===== config.mk =====
export PLATFORM = sky130hd
export DESIGN_NAME = mdsrd_reg_decode
export DESIGN_NICKNAME = d
export VERILOG_FILES = /design/src/rtl/mdsrd_pkg.sv /design/src/rtl/mdsrd_reg_decode.sv /design/src/rtl/mdsrd_spi_link.sv
export SDC_FILE = /design/constraint.sdc
export NUM_CORES = 1
export LEC_CHECK = 0
export BUFFER_PORTS_ARGS = -buffer_cell sky130_fd_sc_hd__buf_2
export CORE_AREA = 8 8 106 108
export DETAILED_ROUTE_END_ITERATION = 12
export DIE_AREA = 0 0 114 116
export HOLD_SLACK_MARGIN = 0.06
export PLACE_DENSITY = 0.82
export SYNTH_ARGS = -nofsm -noshare
export SYNTH_HDL_FRONTEND = slang
export SYNTH_SLANG_ARGS = --single-unit
export TNS_END_PERCENT = 10

===== constraint.sdc =====
create_clock -name sys_clk -period 2.3 [get_ports sys_clk]
set_input_delay 0 -clock sys_clk [delete_from_list [all_inputs] [get_ports sys_clk]]
set_output_delay 0 -clock sys_clk [all_outputs]
set_load 0.05 [all_outputs]

===== src/rtl/mdsrd_pkg.sv =====
package mdsrd_pkg;

  // ****************************************************************
  // Frame and register selection
  // ****************************************************************

  // Length of one command frame and of one response word.
  localparam int FRAME_W = 20;
  // Position of the two top address bits and of the sub-select pair.
  localparam int ADDR_LSB = 18;
  localparam int SUB_LSB = 17;
  // Top address code of the driver-control register.
  localparam logic [1:0] ADDR_DRIVER_CTRL = 2'h0;
  // Sub-select codes used when frame bit 19 is set.
  localparam logic [1:0] SUB_CHOPPER = 2'h0;
  localparam logic [1:0] SUB_ADAPT = 2'h1;
  localparam logic [1:0] SUB_STALL = 2'h2;
  localparam logic [1:0] SUB_POWER = 2'h3;
  // Every configuration register clears to this value.
  localparam logic [FRAME_W-1:0] REG_RESET = 20'h00000;

  // Target of a completed frame.
  typedef enum logic [2:0] {
    TGT_NONE,
    TGT_DRIVER,
    TGT_CHOPPER,
    TGT_ADAPT,
    TGT_STALL,
    TGT_POWER
  } mdsrd_target_t;

  // ****************************************************************
  // Field positions (least significant bit of each field)
  // ****************************************************************

  // Driver control, coil current layout.
  localparam int COIL_A_POL_LSB = 17, COIL_A_MAG_LSB = 9, COIL_B_POL_LSB = 8, COIL_B_MAG_LSB = 0;
  // Driver control, step and direction layout.
  localparam int INTERP_LSB = 9, DOUBLE_EDGE_LSB = 8, USTEP_RES_LSB = 0;
  // Chopper setup.
  localparam int BLANK_LSB = 15, CHOP_MODE_LSB = 14, RNDOFF_LSB = 13, HYST_DEC_LSB = 11;
  localparam int HYST_END_LSB = 7, HYST_START_LSB = 4, OFF_TIME_LSB = 0;
  // Load adaptive current setup.
  localparam int IMIN_LSB = 15, DECSPD_LSB = 13, UPTH_LSB = 8, INCSTEP_LSB = 5, LOWTH_LSB = 0;
  // Stall detect setup.
  localparam int FILT_LSB = 16, STHR_LSB = 8, CSCALE_LSB = 0;
  // Power stage setup.
  localparam int TEST_LSB = 16, SLPH_LSB = 14, SLPL_LSB = 12, S2GOFF_LSB = 10, S2GTIM_LSB = 8;
  localparam int STEP_DIS_LSB = 7, SENSE_RANGE_LSB = 6, RESP_SEL_LSB = 4;

  // ****************************************************************
  // Response layout
  // ****************************************************************

  // Response-select codes.
  localparam logic [1:0] RESP_SEL_POSITION = 2'h0;
  localparam logic [1:0] RESP_SEL_LOAD = 2'h1;
  localparam logic [1:0] RESP_SEL_LOAD_CURRENT = 2'h2;
  // Upper response field starts at bit 10; status flags fill bits 7:0.
  localparam int RESP_HI_LSB = 10;
  // Width of the upper half of the stall load value shown with the current.
  localparam int LOAD_HALF_W = 5;

endpackage


===== src/rtl/mdsrd_reg_decode.sv =====
`timescale 1ns/100ps

module mdsrd_reg_decode (
  input wire logic sys_clk,
  input wire logic rst,
  input wire logic spi_sck,
  input wire logic spi_cs_n,
  input wire logic spi_sdi,
  output logic spi_sdo,
  output logic spi_sdo_oe_n,
  input wire logic [9:0] microstep_position,
  input wire logic [9:0] stall_load_value,
  input wire logic [4:0] adapted_current_scale,
  input wire logic [7:0] status_flags,
  output logic step_dir_disable,
  output logic [1:0] response_select,
  output logic coil_a_polarity,
  output logic [7:0] coil_a_magnitude,
  output logic coil_b_polarity,
  output logic [7:0] coil_b_magnitude,
  output logic step_interpolation_enable,
  output logic double_edge_stepping,
  output logic [3:0] microstep_resolution,
  output logic [1:0] blank_time,
  output logic chopper_mode,
  output logic off_time_random,
  output logic [1:0] hysteresis_decrement,
  output logic [3:0] hysteresis_end,
  output logic [2:0] hysteresis_start,
  output logic [3:0] off_time,
  output logic minimum_current_select,
  output logic [1:0] current_decrement_speed,
  output logic [3:0] upper_load_threshold,
  output logic [1:0] current_increment_step,
  output logic [3:0] lower_load_threshold,
  output logic load_filter_enable,
  output logic [6:0] stall_threshold,
  output logic [4:0] current_scale,
  output logic test_mode,
  output logic [1:0] high_side_slope,
  output logic [1:0] low_side_slope,
  output logic ground_short_protect_off,
  output logic [1:0] ground_short_timer,
  output logic sense_range_select
);
  import mdsrd_pkg::*;

  // ****************************************************************
  // Serial link
  // ****************************************************************

  logic frame_done; // One-cycle pulse when a frame has closed.
  logic [FRAME_W-1:0] frame_word; // Command latched at frame close.
  logic [FRAME_W-1:0] resp_word; // Response offered to the next frame.

  // Pin sampling, shifting and daisy-chain pass-through live here.
  mdsrd_spi_link u_link (
    .sys_clk(sys_clk),
    .rst(rst),
    .spi_sck(spi_sck),
    .spi_cs_n(spi_cs_n),
    .spi_sdi(spi_sdi),
    .resp_word(resp_word),
    .spi_sdo(spi_sdo),
    .spi_sdo_oe_n(spi_sdo_oe_n),
    .frame_done(frame_done),
    .frame_word(frame_word)
  );

  // ****************************************************************
  // Target decode
  // ****************************************************************

  // Map the address bits of a frame onto its target register. The code 01 in
  // bits 19:18 names no register, so such a frame is dropped.
  function automatic mdsrd_target_t target_of(input logic [FRAME_W-1:0] word);
    mdsrd_target_t tgt;
    tgt = TGT_NONE;
    if (word[ADDR_LSB +: 2] == ADDR_DRIVER_CTRL) begin
      tgt = TGT_DRIVER;
    end else if (word[FRAME_W-1]) begin
      case (word[SUB_LSB +: 2])
        SUB_CHOPPER: tgt = TGT_CHOPPER;
        SUB_ADAPT: tgt = TGT_ADAPT;
        SUB_STALL: tgt = TGT_STALL;
        SUB_POWER: tgt = TGT_POWER;
        default: tgt = TGT_NONE;
      endcase
    end
    return tgt;
  endfunction

  mdsrd_target_t frame_target; // Target of the frame now closing.
  assign frame_target = target_of(frame_word);

  // ****************************************************************
  // Configuration registers
  // ****************************************************************

  logic [FRAME_W-1:0] coil_current_or_step_setup; // Driver control word.
  logic [FRAME_W-1:0] chopper_setup; // Chopper word.
  logic [FRAME_W-1:0] load_adaptive_current_setup; // Adaptive current word.
  logic [FRAME_W-1:0] stall_detect_setup; // Stall detect word.
  logic [FRAME_W-1:0] power_stage_setup; // Power stage word.

  // At most one register takes the frame. Fixed bits are stored as sent;
  // the field decode below never reads them, so a careless host cannot
  // disturb a field through them.
  always_ff @(posedge sys_clk) begin
    if (rst) begin
      coil_current_or_step_setup <= REG_RESET;
      chopper_setup <= REG_RESET;
      load_adaptive_current_setup <= REG_RESET;
      stall_detect_setup <= REG_RESET;
      power_stage_setup <= REG_RESET;
    end else if (frame_done) begin
      case (frame_target)
        TGT_DRIVER: coil_current_or_step_setup <= frame_word;
        TGT_CHOPPER: chopper_setup <= frame_word;
        TGT_ADAPT: load_adaptive_current_setup <= frame_word;
        TGT_STALL: stall_detect_setup <= frame_word;
        TGT_POWER: power_stage_setup <= frame_word;
        default: begin
        end
      endcase
    end
  end

  // ****************************************************************
  // Field decode
  // ****************************************************************

  // Plain fields are direct slices of their register flops.
  always_comb begin
    blank_time = chopper_setup[BLANK_LSB +: 2];
    chopper_mode = chopper_setup[CHOP_MODE_LSB];
    off_time_random = chopper_setup[RNDOFF_LSB];
    hysteresis_decrement = chopper_setup[HYST_DEC_LSB +: 2];
    hysteresis_end = chopper_setup[HYST_END_LSB +: 4];
    hysteresis_start = chopper_setup[HYST_START_LSB +: 3];
    off_time = chopper_setup[OFF_TIME_LSB +: 4];
    minimum_current_select = load_adaptive_current_setup[IMIN_LSB];
    current_decrement_speed = load_adaptive_current_setup[DECSPD_LSB +: 2];
    upper_load_threshold = load_adaptive_current_setup[UPTH_LSB +: 4];
    current_increment_step = load_adaptive_current_setup[INCSTEP_LSB +: 2];
    lower_load_threshold = load_adaptive_current_setup[LOWTH_LSB +: 4];
    load_filter_enable = stall_detect_setup[FILT_LSB];
    stall_threshold = stall_detect_setup[STHR_LSB +: 7];
    current_scale = stall_detect_setup[CSCALE_LSB +: 5];
    test_mode = power_stage_setup[TEST_LSB];
    high_side_slope = power_stage_setup[SLPH_LSB +: 2];
    low_side_slope = power_stage_setup[SLPL_LSB +: 2];
    ground_short_protect_off = power_stage_setup[S2GOFF_LSB];
    ground_short_timer = power_stage_setup[S2GTIM_LSB +: 2];
    sense_range_select = power_stage_setup[SENSE_RANGE_LSB];
    step_dir_disable = power_stage_setup[STEP_DIS_LSB];
    response_select = power_stage_setup[RESP_SEL_LSB +: 2];
  end

  // The driver-control word is read in the layout that the step-disable bit
  // picks now, so flipping that bit reinterprets the stored word at once.
  // Fields of the layout not in use read zero to keep stale values away.
  always_comb begin
    coil_a_polarity = 1'b0;
    coil_a_magnitude = 8'h00;
    coil_b_polarity = 1'b0;
    coil_b_magnitude = 8'h00;
    step_interpolation_enable = 1'b0;
    double_edge_stepping = 1'b0;
    microstep_resolution = 4'h0;
    if (step_dir_disable) begin
      coil_a_polarity = coil_current_or_step_setup[COIL_A_POL_LSB];
      coil_a_magnitude = coil_current_or_step_setup[COIL_A_MAG_LSB +: 8];
      coil_b_polarity = coil_current_or_step_setup[COIL_B_POL_LSB];
      coil_b_magnitude = coil_current_or_step_setup[COIL_B_MAG_LSB +: 8];
    end else begin
      step_interpolation_enable = coil_current_or_step_setup[INTERP_LSB];
      double_edge_stepping = coil_current_or_step_setup[DOUBLE_EDGE_LSB];
      microstep_resolution = coil_current_or_step_setup[USTEP_RES_LSB +: 4];
    end
  end

  // ****************************************************************
  // Response word
  // ****************************************************************

  logic [9:0] next_resp_hi; // Upper response field for the current select.

  // The unused select code 11 falls back to the position layout.
  always_comb begin
    case (response_select)
      RESP_SEL_POSITION: next_resp_hi = microstep_position;
      RESP_SEL_LOAD: next_resp_hi = stall_load_value;
      RESP_SEL_LOAD_CURRENT: begin
        next_resp_hi = {stall_load_value[9 -: LOAD_HALF_W], adapted_current_scale};
      end
      default: next_resp_hi = microstep_position;
    endcase
  end

  // Registered every cycle so the link sees a stable word when a frame opens;
  // the status is therefore one system clock old at that moment.
  always_ff @(posedge sys_clk) begin
    if (rst) begin
      resp_word <= REG_RESET;
    end else begin
      resp_word[FRAME_W-1:RESP_HI_LSB] <= next_resp_hi;
      resp_word[RESP_HI_LSB-1 -: 2] <= 2'h0;
      resp_word[7:0] <= status_flags;
    end
  end

endmodule


===== src/rtl/mdsrd_spi_link.sv =====
`timescale 1ns/100ps

module mdsrd_spi_link (
  input wire logic sys_clk,
  input wire logic rst,
  input wire logic spi_sck,
  input wire logic spi_cs_n,
  input wire logic spi_sdi,
  input wire logic [mdsrd_pkg::FRAME_W-1:0] resp_word,
  output logic spi_sdo,
  output logic spi_sdo_oe_n,
  output logic frame_done,
  output logic [mdsrd_pkg::FRAME_W-1:0] frame_word
);
  import mdsrd_pkg::*;

  // ****************************************************************
  // Pin synchronisers
  // ****************************************************************

  logic sck_s1, sck_s2, sck_s3; // Bus clock; stage three only delays for edges.
  logic cs_n_s1, cs_n_s2, cs_n_s3; // Select, active low.
  logic sdi_s1, sdi_s2; // Serial data in.
  logic [FRAME_W-1:0] shift_reg; // Shared in/out shift register.

  // Two synchroniser flops per pin; edges are found between stages two and three only.
  always_ff @(posedge sys_clk) begin
    if (rst) begin
      {sck_s1, sck_s2, sck_s3} <= 3'h0;
      {cs_n_s1, cs_n_s2, cs_n_s3} <= 3'h7;
      {sdi_s1, sdi_s2} <= 2'h0;
    end else begin
      {sck_s1, sck_s2, sck_s3} <= {spi_sck, sck_s1, sck_s2};
      {cs_n_s1, cs_n_s2, cs_n_s3} <= {spi_cs_n, cs_n_s1, cs_n_s2};
      {sdi_s1, sdi_s2} <= {spi_sdi, sdi_s1};
    end
  end

  wire sck_rise = sck_s2 & ~sck_s3 & ~cs_n_s2; // Sampling edge inside a frame.
  wire sck_fall = ~sck_s2 & sck_s3 & ~cs_n_s2; // Launching edge inside a frame.
  wire cs_fall = ~cs_n_s2 & cs_n_s3; // Frame opens.
  wire cs_rise = cs_n_s2 & ~cs_n_s3; // Frame closes.

  // ****************************************************************
  // Shift register
  // ****************************************************************

  // The response is loaded at frame start and shifted out MSB first while the
  // command shifts in, so any surplus bits leave after twenty clocks.
  always_ff @(posedge sys_clk) begin
    if (rst) begin
      shift_reg <= REG_RESET;
    end else if (cs_fall) begin
      shift_reg <= resp_word;
    end else if (sck_rise) begin
      shift_reg <= {shift_reg[FRAME_W-2:0], sdi_s2};
    end
  end

  // Output changes after falling bus-clock edges; the first bit is ready at
  // frame start, before the first rising edge.
  always_ff @(posedge sys_clk) begin
    if (rst) begin
      spi_sdo <= 1'b0;
    end else if (cs_fall) begin
      spi_sdo <= resp_word[FRAME_W-1];
    end else if (sck_fall) begin
      spi_sdo <= shift_reg[FRAME_W-1];
    end
  end

  // The output pin is driven only while the frame is open.
  always_ff @(posedge sys_clk) begin
    if (rst) begin
      spi_sdo_oe_n <= 1'b1;
    end else begin
      spi_sdo_oe_n <= cs_n_s2;
    end
  end

  // The last twenty bits are latched as the command when select rises.
  always_ff @(posedge sys_clk) begin
    if (rst) begin
      frame_done <= 1'b0;
      frame_word <= REG_RESET;
    end else begin
      frame_done <= cs_rise;
      if (cs_rise) begin
        frame_word <= shift_reg;
      end
    end
  end

endmodule


==> summary.md <==
| Metric | Value |
|---|---|
| Total chip power | `about 5400 uW` |
| Most common cell after layout, fill and taps aside | `nand2_1` |
| Max Clock Freq | `around 470 MHz` |
| Tightest Hold Check Type | `input pin to flip-flop` |
| First drt pass iteration count | `5` |
| GR Overflow Total | `0` |
| Max-cap viol count | `0` |
| LEAKAGE | `about 0.0028 uW` |
| End of the critical path | `resp_word[10]` |
| Final ANT Viol Nets | `0` |
| Diodes inserted | `0` |
| Int Power | `4270 uW` |
| Die Footprint | `between 0.01 and 0.015 mm^2` |
| Cts hold-fix bufs | `43` |
| Most frequent cells in the layout | `nand2_1, dfxtp_1, buf_2` |
| # nets final | `approximately 800` |
| VDD IR max | `around 0.00058 V` |
| Critical path required time | `approximately 2.8 ns` |
| Post-synthesis average cell area | `~8.5 um^2` |
| Gpl congestion | `0.793` |
| Clock Tree Buf Depth | `2` |
| Worst R2R Path Depth | `5` |
| Period utilization | `92.8%` |
| FP Rows | `36` |
| Comb pwr share | `3.8%` |
| Synth warn | `0` |
| CTS sink count | `141` |
| Hold Fails Final Rpt | `0` |
| Area grow syn2layout | `30.6%` |
| Sequential share of the synthesized area | `53.5%` |
| Mapped Cells | `623` |
| Worst-margin pin slew | `1.14 ns` |
| Sum Neg Setup Slack | `0 ns` |
| Worst Setup Path Type | `flip-flop to flip-flop` |
| DR iter-0 viols | `278` |
| Clock share of power | `50.1%` |
| Core area | `around 0.0095 mm^2` |
| R2r setup slk | `around 0.16 ns` |
| Worst rel slew slack | `23.5%` |
| Slew Limit Fails | `0` |
| Clock root cell | `clkbuf_8` |
| Worst setup EP type | `flip-flop` |
| FF+latch area | `0.00282 mm^2` |
| Via density | `around 5.3` |
| Drt total wl | `~14 mm` |
| Seq cells post-synth | `around 140` |
| FF-to-FF Start | `power_stage_setup[4]` |
| Clock latency at the later pin of the worst-skew pair | `0.52 ns` |
| Via count | `4,838` |
| Synth cell types | `39` |
| Die Wd | `114 um` |
| Tmin final | `2.14 ns` |
| Post-CTS sizing | `0` |
| H-tree depth | `4` |
| Top-level I/O count | `119` |
| Sequential power share | `46.2%` |
| Critical path fanouts, max | `20` |
| Unrepaired setup endpoints after global routing | `false` |
| DRC viols | `0` |
| RR Endpoint | `resp_word[10]` |
| Mapped cell area | `0.00528 mm^2` |
| Number of global-route vias before repair | `~4,800` |
| Final setup fails | `0` |
| Net Sw Frac | `21.2%` |
| Syn Nets | `about 660` |
| Pwr Density | `787 mW/mm^2` |
| Clock transition at path regs | `0.06 ns` |
| Largest net degree at the start of global routing | `96` |
| Initial Utilization | `55.2%` |
| First-pass GRT wire length | `22.9 mm` |
| Status | `finished clean` |
| Multi-input logic area | `0.00219 mm^2` |
| Die height | `around 120 um` |
| Layout Skew | `0.00741 ns` |
| CP startpoint | `power_stage_setup[4]` |
| Buffers on Ports | `118` |
| Num CTS Buffers | `17` |
| Final HPWL DP | `around 9 mm` |
| Startpoint types | `flip-flop` |
| CTS tree | `done` |
| Proportion of layout cells with a drive suffix above 1 | `20.6%` |
| Initial antenna violation count | `0` |
| Layout fillers | `678` |
| GRT Util Overall | `21.5%` |
| Net switching power | `around 1200 uW` |
| Setup repair bufs after CTS | `0` |
| Drt wl/cell | `15.7 um` |
| Worst EP arrival | `2.59 ns` |
worst max-delay path: stages, from the launching register on:
cell and delay [ns]:
dfxtp_1 0.43, inv_1 0.07, ha_1 0.49, nor2b_1 0.23, nor3_1 0.25, dlygate4sd3_1 0.60
stage by stage:
stage | instance area, um^2 | setup WS, ns | instances | hold slack, ns | util (%)
after CTS | 6890 | 0.270 | 906 | 0.274 | 72.1
after floorplan | 5280 | 0.672 | 623 | 0.104 | -
after global routing | 6890 | 0.0779 | 906 | 0.322 | 72.1
after detailed placement | 5860 | 0.413 | 832 | 0.185 | 61.4
after global placement | 5860 | 0.474 | 832 | 0.183 | 61.4
final | 6890 | 0.165 | 906 | 0.305 | 72.1
power by group through the flow:
| stage | clock network, uW | logic [uW] | registers (uW) |
|---|---|---|---|
| final | 2720 | 203 | 2500 |
| after global routing | 2850 | 221 | 2510 |
| after CTS | 2730 | 196 | 2500 |
| after detailed placement | 0 | 141 | 2550 |
| after global placement | 0 | 136 | 2550 |
| after floorplan | 0 | 94.1 | 2550 |
kinds of logic (layout without fill, tap and decap cells):
logic type,count (synthesis),count (layout),synth area share (%)
and+or+nand+nor,281,281,24.9
adders and majority gates,2,2,0.474
DFF,141,141,53.5
muxes,4,4,0.759
buffers and inverters,56,206,4.89
AOI/OAI and AO/OA,139,139,15.5
cells in the mapped netlist (all sizes together):
library cell,n,area (um^2)
or2,3,18.8
a21oi,100,500
nor3b,2,31.3
nand3b,7,52.6
a211oi,3,22.5
o2bb2ai,12,105
mux2i,4,40.0
nand2b,4,25.0
clkbuf,21,81.3
nor3,9,45.0
or3b,3,26.3
a22oi,12,90.1
o21bai,1,7.51
nor4bb,1,10.0
o32ai,1,8.76
nand4b,2,17.5
a31oi,1,6.26
nand4,1,6.26
and2,18,113
ha,2,25.0
a2111oi,3,26.3
o31ai,1,7.51
buf,26,143
nor2,8,30.0
and4bb,1,12.5
a221oi,5,43.8
dfxtp,141,2820
inv,9,33.8
and4b,2,20.0
nand4bb,1,11.3
nand2,192,721
nor2b,26,163
and4,1,8.76
cell type report:
class / count / share of cell area [%]
flip-flops and latches: 141 / 41.0
inverters: 9 / 0.491
clock inverters: 12 / 2.38
repair buffers: 166 / 15.6
well taps: 133 / 2.42
clock buffers: 19 / 6.27
multi-input cells: 426 / 31.9
per-layer routing:
metal	vias to the layer above	share of wire, %	track usage, %
met2	202	49	36.9
met1	2261	40	24.5
met4	0	1.0	6.65
met5	-	0	0
li1	2358	-	-
met3	17	9.4	7.87
worst min-delay path by stage:
stage                     slack, ns  cells after the start              to                 from
after floorplan                0.10                      1  u_link.cs_n_s1             spi_cs_n
final                          0.30                      4   resp_word[18]  stall_load_value[8]
after detailed placement       0.18                      2  u_link.cs_n_s1             spi_cs_n
after global placement         0.18                      2  u_link.cs_n_s1             spi_cs_n
after CTS                      0.27                      4   resp_word[19]  stall_load_value[9]
after global routing           0.32                      4   resp_word[18]  stall_load_value[8]
No activity file was read; power rests on OpenSTA's default activity.
